`config.mk`:
```
export PLATFORM = sky130hd
export DESIGN_NAME = uhtb_host_token
export DESIGN_NICKNAME = d
export VERILOG_FILES = /design/src/rtl/uhtb_pkg.sv /design/src/rtl/uhtb_host_token.sv /design/src/rtl/uhtb_token_decode.sv
export SDC_FILE = /design/constraint.sdc
export NUM_CORES = 1
export LEC_CHECK = 0
export BUFFER_PORTS_ARGS = -buffer_cell sky130_fd_sc_hd__buf_2
export CAP_MARGIN = 0
export CELL_PAD_IN_SITES_DETAIL_PLACEMENT = 1
export CELL_PAD_IN_SITES_GLOBAL_PLACEMENT = 1
export CORE_ASPECT_RATIO = 0.75
export CORE_UTILIZATION = 25
export CTS_CLUSTER_SIZE = 8
export DETAILED_ROUTE_END_ITERATION = 12
export GPL_TIMING_DRIVEN = 1
export HOLD_SLACK_MARGIN = 0.15
export PLACE_DENSITY = 0.69
export REMOVE_ABC_BUFFERS = 1
export SKIP_LAST_GASP = 1
export SLEW_MARGIN = 20
export SYNTH_ARGS = -nofsm -noshare
export SYNTH_HDL_FRONTEND = slang
export SYNTH_SLANG_ARGS = --single-unit
```
`constraint.sdc`:
```
create_clock -name sys_clk -period 1.3 [get_ports sys_clk]
set_clock_uncertainty 0.05 [all_clocks]
set_input_delay 0.13 -clock sys_clk [delete_from_list [all_inputs] [get_ports sys_clk]]
set_output_delay 0.13 -clock sys_clk [all_outputs]
set_load 0.005 [all_outputs]
```
`src/rtl/uhtb_pkg.sv`:
```
// Package of constants and carrier types for the host token and table base block.
package uhtb_pkg;
  // ----------------------------------------------------------------
  // Register map
  // ----------------------------------------------------------------
  localparam logic [7:0] ADDR_TOKEN = 8'h00;
  localparam logic [7:0] ADDR_SOF = 8'h04;
  localparam logic [7:0] ADDR_BASE_LOW = 8'h08;
  localparam logic [7:0] ADDR_BASE_HIGH = 8'h0c;
  localparam logic [7:0] ADDR_BASE_UPPER = 8'h10;
  localparam logic [7:0] ADDR_CTRL = 8'h14;
  localparam logic [7:0] ADDR_STATUS = 8'h18;
  // ----------------------------------------------------------------
  // Fields and codes
  // ----------------------------------------------------------------
  localparam logic [3:0] PID_SETUP = 4'hd;
  localparam logic [3:0] PID_IN = 4'h9;
  localparam logic [3:0] PID_OUT = 4'h1;
  localparam int CTRL_HOST_BIT = 0;
  localparam int CTRL_LOWSPD_BIT = 1;
  localparam int BASE_LOW_LSB = 1;
  localparam logic [8:0] ALIGN_ZERO = 9'h000;
  localparam logic [7:0] RESET_BYTE = 8'h00;
  localparam logic [7:0] SOF_TH_64 = 8'h4a;
  localparam logic [7:0] SOF_TH_32 = 8'h2a;
  localparam logic [7:0] SOF_TH_8 = 8'h12;
  // ----------------------------------------------------------------
  // Token dispatch
  // ----------------------------------------------------------------
  localparam logic [1:0] KIND_NONE = 2'h0;
  localparam logic [1:0] KIND_SETUP = 2'h1;
  localparam logic [1:0] KIND_IN = 2'h2;
  localparam logic [1:0] KIND_OUT = 2'h3;

  typedef struct packed {
    logic [7:0] addr;
    logic [31:0] wdata;
    logic wr;
    logic rd;
  } uhtb_bus_s;

  typedef struct packed {
    logic [1:0] kind;
    logic [3:0] endpoint;
    logic lowSpeed;
  } uhtb_token_s;
endpackage : uhtb_pkg

```
`src/rtl/uhtb_host_token.sv`:
```
// Host token command, SOF threshold and descriptor table base registers.
`timescale 1ns/1ns
`default_nettype none
module uhtb_host_token (
  input wire logic sys_clk,
  input wire logic reset_n,
  input wire uhtb_pkg::uhtb_bus_s bus,
  output logic [31:0] readData,
  output uhtb_pkg::uhtb_token_s tokenCmd,
  output logic tokenStart,
  input wire logic tokenDone,
  output logic tokenInProgress,
  output logic [31:0] tableBaseAddr,
  output logic [7:0] sofThresholdCount,
  output logic nextTokenLowSpeed,
  output logic hostMode
);
  // ----------------------------------------------------------------
  // State
  // ----------------------------------------------------------------
  typedef enum logic [1:0] {
    UHTB_IDLE = 2'b01,
    UHTB_BUSY = 2'b10
  } uhtb_state_e;

  typedef struct packed {
    uhtb_state_e st;
    logic [7:0] tokenReg;
    logic [7:0] sofReg;
    logic [6:0] tableBaseAddrLow;
    logic [7:0] tableBaseAddrHigh;
    logic [7:0] tableBaseAddrUpper;
    logic lowSpd;
    logic host;
    logic start;
    uhtb_pkg::uhtb_token_s cmd;
    logic [31:0] rdata;
  } uhtb_regs_s;

  uhtb_regs_s state_r;
  uhtb_regs_s state_nxt;
  logic [1:0] decodedKind;

  function automatic logic [31:0] zext8(input logic [7:0] v);
    zext8 = {24'h000000, v};
  endfunction : zext8

  uhtb_token_decode tokDec (
    .pidCode(bus.wdata[7:4]),
    .kind(decodedKind)
  );

  // ----------------------------------------------------------------
  // Next state
  // ----------------------------------------------------------------
  always_comb begin
    state_nxt = state_r;
    state_nxt.start = 1'b0;
    state_nxt.rdata = 32'h00000000;
    case (state_r.st)
      UHTB_IDLE: begin
        state_nxt.st = UHTB_IDLE;
      end
      UHTB_BUSY: begin
        if (tokenDone || !state_r.host) begin
          state_nxt.st = UHTB_IDLE;
        end
      end
      default: state_nxt.st = UHTB_IDLE;
    endcase
    if (bus.wr) begin
      case (bus.addr)
        uhtb_pkg::ADDR_TOKEN: begin
          state_nxt.tokenReg = bus.wdata[7:0];
          // A write while busy is stored but not launched; software must poll first.
          if (state_r.host && state_r.st == UHTB_IDLE &&
              decodedKind != uhtb_pkg::KIND_NONE) begin
            state_nxt.start = 1'b1;
            state_nxt.st = UHTB_BUSY;
            state_nxt.cmd.kind = decodedKind;
            state_nxt.cmd.endpoint = bus.wdata[3:0];
            state_nxt.cmd.lowSpeed = state_r.lowSpd;
          end
        end
        uhtb_pkg::ADDR_SOF: state_nxt.sofReg = bus.wdata[7:0];
        uhtb_pkg::ADDR_BASE_LOW: begin
          state_nxt.tableBaseAddrLow = bus.wdata[7:uhtb_pkg::BASE_LOW_LSB];
        end
        uhtb_pkg::ADDR_BASE_HIGH: state_nxt.tableBaseAddrHigh = bus.wdata[7:0];
        uhtb_pkg::ADDR_BASE_UPPER: state_nxt.tableBaseAddrUpper = bus.wdata[7:0];
        uhtb_pkg::ADDR_CTRL: begin
          state_nxt.host = bus.wdata[uhtb_pkg::CTRL_HOST_BIT];
          state_nxt.lowSpd = bus.wdata[uhtb_pkg::CTRL_LOWSPD_BIT];
        end
        default: ;
      endcase
    end
    if (bus.rd) begin
      case (bus.addr)
        uhtb_pkg::ADDR_TOKEN: state_nxt.rdata = zext8(state_r.tokenReg);
        uhtb_pkg::ADDR_SOF: state_nxt.rdata = zext8(state_r.sofReg);
        uhtb_pkg::ADDR_BASE_LOW: begin
          state_nxt.rdata = zext8({state_r.tableBaseAddrLow, 1'b0});
        end
        uhtb_pkg::ADDR_BASE_HIGH: state_nxt.rdata = zext8(state_r.tableBaseAddrHigh);
        uhtb_pkg::ADDR_BASE_UPPER: state_nxt.rdata = zext8(state_r.tableBaseAddrUpper);
        uhtb_pkg::ADDR_CTRL: state_nxt.rdata = zext8({6'h00, state_r.lowSpd, state_r.host});
        uhtb_pkg::ADDR_STATUS: begin
          state_nxt.rdata = zext8({7'h00, state_r.st == UHTB_BUSY});
        end
        default: state_nxt.rdata = 32'h00000000;
      endcase
    end
  end

  // ----------------------------------------------------------------
  // Registers
  // ----------------------------------------------------------------
  always_ff @(posedge sys_clk) begin
    if (!reset_n) begin
      state_r.st <= UHTB_IDLE;
      state_r.tokenReg <= uhtb_pkg::RESET_BYTE;
      state_r.sofReg <= uhtb_pkg::RESET_BYTE;
      state_r.tableBaseAddrLow <= 7'h00;
      state_r.tableBaseAddrHigh <= uhtb_pkg::RESET_BYTE;
      state_r.tableBaseAddrUpper <= uhtb_pkg::RESET_BYTE;
      state_r.lowSpd <= 1'b0;
      state_r.host <= 1'b0;
      state_r.start <= 1'b0;
      state_r.cmd <= '0;
      state_r.rdata <= 32'h00000000;
    end else begin
      state_r <= state_nxt;
    end
  end

  assign readData = state_r.rdata;
  assign tokenCmd = state_r.cmd;
  assign tokenStart = state_r.start;
  assign tokenInProgress = (state_r.st == UHTB_BUSY);
  assign tableBaseAddr = {state_r.tableBaseAddrUpper, state_r.tableBaseAddrHigh,
                          state_r.tableBaseAddrLow, uhtb_pkg::ALIGN_ZERO};
  assign sofThresholdCount = state_r.sofReg;
  assign nextTokenLowSpeed = state_r.lowSpd;
  assign hostMode = state_r.host;
endmodule : uhtb_host_token
`default_nettype wire

```
`src/rtl/uhtb_token_decode.sv`:
```
// Token type decoder for the host token command register.
`timescale 1ns/1ns
`default_nettype none
module uhtb_token_decode (
  input wire logic [3:0] pidCode,
  output logic [1:0] kind
);
  always_comb begin
    case (pidCode)
      uhtb_pkg::PID_SETUP: kind = uhtb_pkg::KIND_SETUP;
      uhtb_pkg::PID_IN: kind = uhtb_pkg::KIND_IN;
      uhtb_pkg::PID_OUT: kind = uhtb_pkg::KIND_OUT;
      default: kind = uhtb_pkg::KIND_NONE;
    endcase
  end
endmodule : uhtb_token_decode
`default_nettype wire

```
==> metrics <==
Die H 99.53 um; hold_sp tokenDone; met2 GRT Util 0.2255; crit path launch type flop; ys async rst share 0; Netlist cell types 47; PortBufs 70; outcome finished, violations left; Final setup violation count 8; Cell Count, Final, Fillers Out about 590; Synth area leader dfxtp_1; TritonCTS clock tree done; Area Overhead vs Synth 25.77%; clock root cell clkbuf_16; critical path type reg -> reg; worst slack at placement -0.2474 ns; Slew Viols, Final 0; Hold WC Path Type in -> reg; post-synthesis cell area around 0.0032 sq mm; Yosys warning count 0; total power per unit cell area roughly 1100 mW/mm^2; grt ovf 0; CORE AREA between 0.01 and 0.015 sq mm; peak supply drop 0.5292 mV; met1 global-route usage 0.1851; Core Rows 35; I/O pins 128; final hold vios 0; fin crit period around 1.4 ns; Core Util, Final 0.3240; total negative setup slack -0.2815 ns; final worst slack -0.06261 ns; Via density between 4 and 5; total track usage 0.1432; Seq cells post-synth 59; DRC errors left 0; RSZ-0062 raised after global routing true; Synth top area share 0.3725; leakage power 2.053 nW; violated checks setup timing; die area between 0.01 and 0.015 sq mm; flop-to-flop setup slack -0.06 ns; DRT Pass-1 Iters 4; post-layout net count approximately 460; hpwl dp 7.043 mm; Hold Path Depth 3; initial core utilization 0.2577; final worst-path cycle share 1.048; CTS Buf Count 9; gpl congestion around 0.79; syn avg cell area around 9.4 sq um; placed cells between 500 and 600; WL per Instance roughly 15 um; GR peak layer met2; Worst Path Max Fanout 7; met3 track utilization from global routing 0.04485; synthesized instance count around 340; worst-skew pair later-pin latency between 0.3 and 0.4 ns; Commonest cells post-synth buf_4 (81), dfxtp_1 (59), mux2i_1 (50); Iter 0 DRT Violations between 90 and 100; Post-synth EDFFs 0; largest net degree at the start of global routing 25; global-route wire length before repair 13.96 mm; R2R Path Start state_r[82]; clk slew on worst S/H paths about 0.05 ns; hold endpoint state_r[81]; crit end category flop; WHS 0.1579 ns; vias in the first global route 2564; FF-to-FF path depth 3; Num Clock Sinks 59; die width ~130 um; total routed wirelength ~9.0 mm; vias between 2000 and 2500; top-count cell post-synth buf_4; post-synthesis sequential area ratio 0.3725; achievable frequency ~730 MHz; Routed Antenna Nets 0; r2r endpoint tokenCmd[6]; CP Data Required Time between 1 and 1.5 ns; Worst setup startpoint state_r[82]; share of cells above drive strength 1 0.3824; number of H-tree levels 3; initial antenna violation count 0; deepest clock path buffer count 2; synth top area cells dfxtp_1 (37%), buf_4 (19%), mux2i_1 (16%), nor2_1 (5.7%), nand3_1 (1.4%); crit path DAT roughly 1.5 ns; ys flop type dfxtp_1; ANT cells 0; Max-cap violations 0
logic make-up after synthesis:
kind of cell,Yosys count,share of synthesized area
buffers and inverters,96,0.2131
AND/OR/NAND/NOR,92,0.1638
flip-flops,59,0.3725
multiplexers,53,0.1721
AO/OA/AOI/OAI,36,0.07735
other,1,0.001183
power by group:
part           leakage, nW  internal [mW]  switching (mW)
Combinational         1.44          0.134           0.177
Clock                0.137           1.39           0.794
Sequential           0.476           1.81         0.00137
Total                 2.05           3.33           0.972
metal layers:
layer | share of wire | wire [um]
met1 | 0.48 | 4335
met2 | 0.46 | 4134
met3 | 0.047 | 425
met4 | 0.015 | 133
met5 | 0 | 0
how the worst max path moves through the flow:
stage                                    to  slack [ns]  cells after the start
after global routing            tokenCmd[0]       -0.14                      4
final                           tokenCmd[6]       -0.06                      3
after floorplan           tableBaseAddr[10]       -0.15                      4
after global placement          readData[3]       -0.20                      7
after CTS                       tokenCmd[2]       -0.06                      3
after detailed placement        tokenCmd[6]       -0.25                      6
metrics by stage:
| stage | power, mW | cell area (sq um) |
|---|---|---|
| after floorplan | 1.945 | 2619 |
| after global placement | 2.136 | 3592 |
| after detailed placement | 2.142 | 3592 |
| after CTS | 4.361 | 3958 |
| after global routing | 4.493 | 3988 |
| final | 4.304 | 3988 |
worst max-delay path: stages (launching register included):
cell and delay (ns):
dfxtp_2 0.32, or4_4 0.61, o211ai_2 0.18, o41ai_2 0.08
placed cells by master, fill, tap and decap left out, types with 2 or more instances in the layout:
cell type	count
o2bb2ai_1	3
mux2i_1	50
dfxtp_2	3
o21ai_1	5
nor3b_2	2
nor2b_1	4
buf_12	2
buf_6	4
clkbuf_8	2
a2bb2oi_1	2
o21ai_2	2
nor2_1	48
dlygate4sd3_1	7
clkinv_2	2
buf_2	69
a22oi_1	3
nor4_4	2
a21oi_1	7
buf_4	49
dfxtp_1	56
nand3_1	9
o21ai_0	6
nand2_1	4
nand4_1	4
conb_1	33
mux2_2	2
clkbuf_1	3
clkbuf_16	9
o22a_1	2
nand3_2	3
registers in the layout, indices dropped and copies added, names as in the netlist:
register	cells
tableBaseAddr	23
state_r	10
readData	8
sofThresholdCount	8
tokenCmd	7
hostMode	1
nextTokenLowSpeed	1
tokenStart	1
what timing repair did:
action                                  4_1_cts  5_1_grt
buffers inserted                              0        2
hold buffers                                  7        0
gates resized for setup                       7        4
endpoints found under the setup margin       10       28
hold endpoints to repair                     33        0
pin swaps                                     2        1
cell type report:
class	count	area, sq um
fillers	1424	8318
clock buffers	14	264.0
inverters	1	3.754
multi-input cells	214	1449
repair buffers	131	868.3
clock inverters	2	10.01
flip-flops and latches	59	1185
well taps	166	207.7
Note: power is estimated with default switching activity, not from simulation.
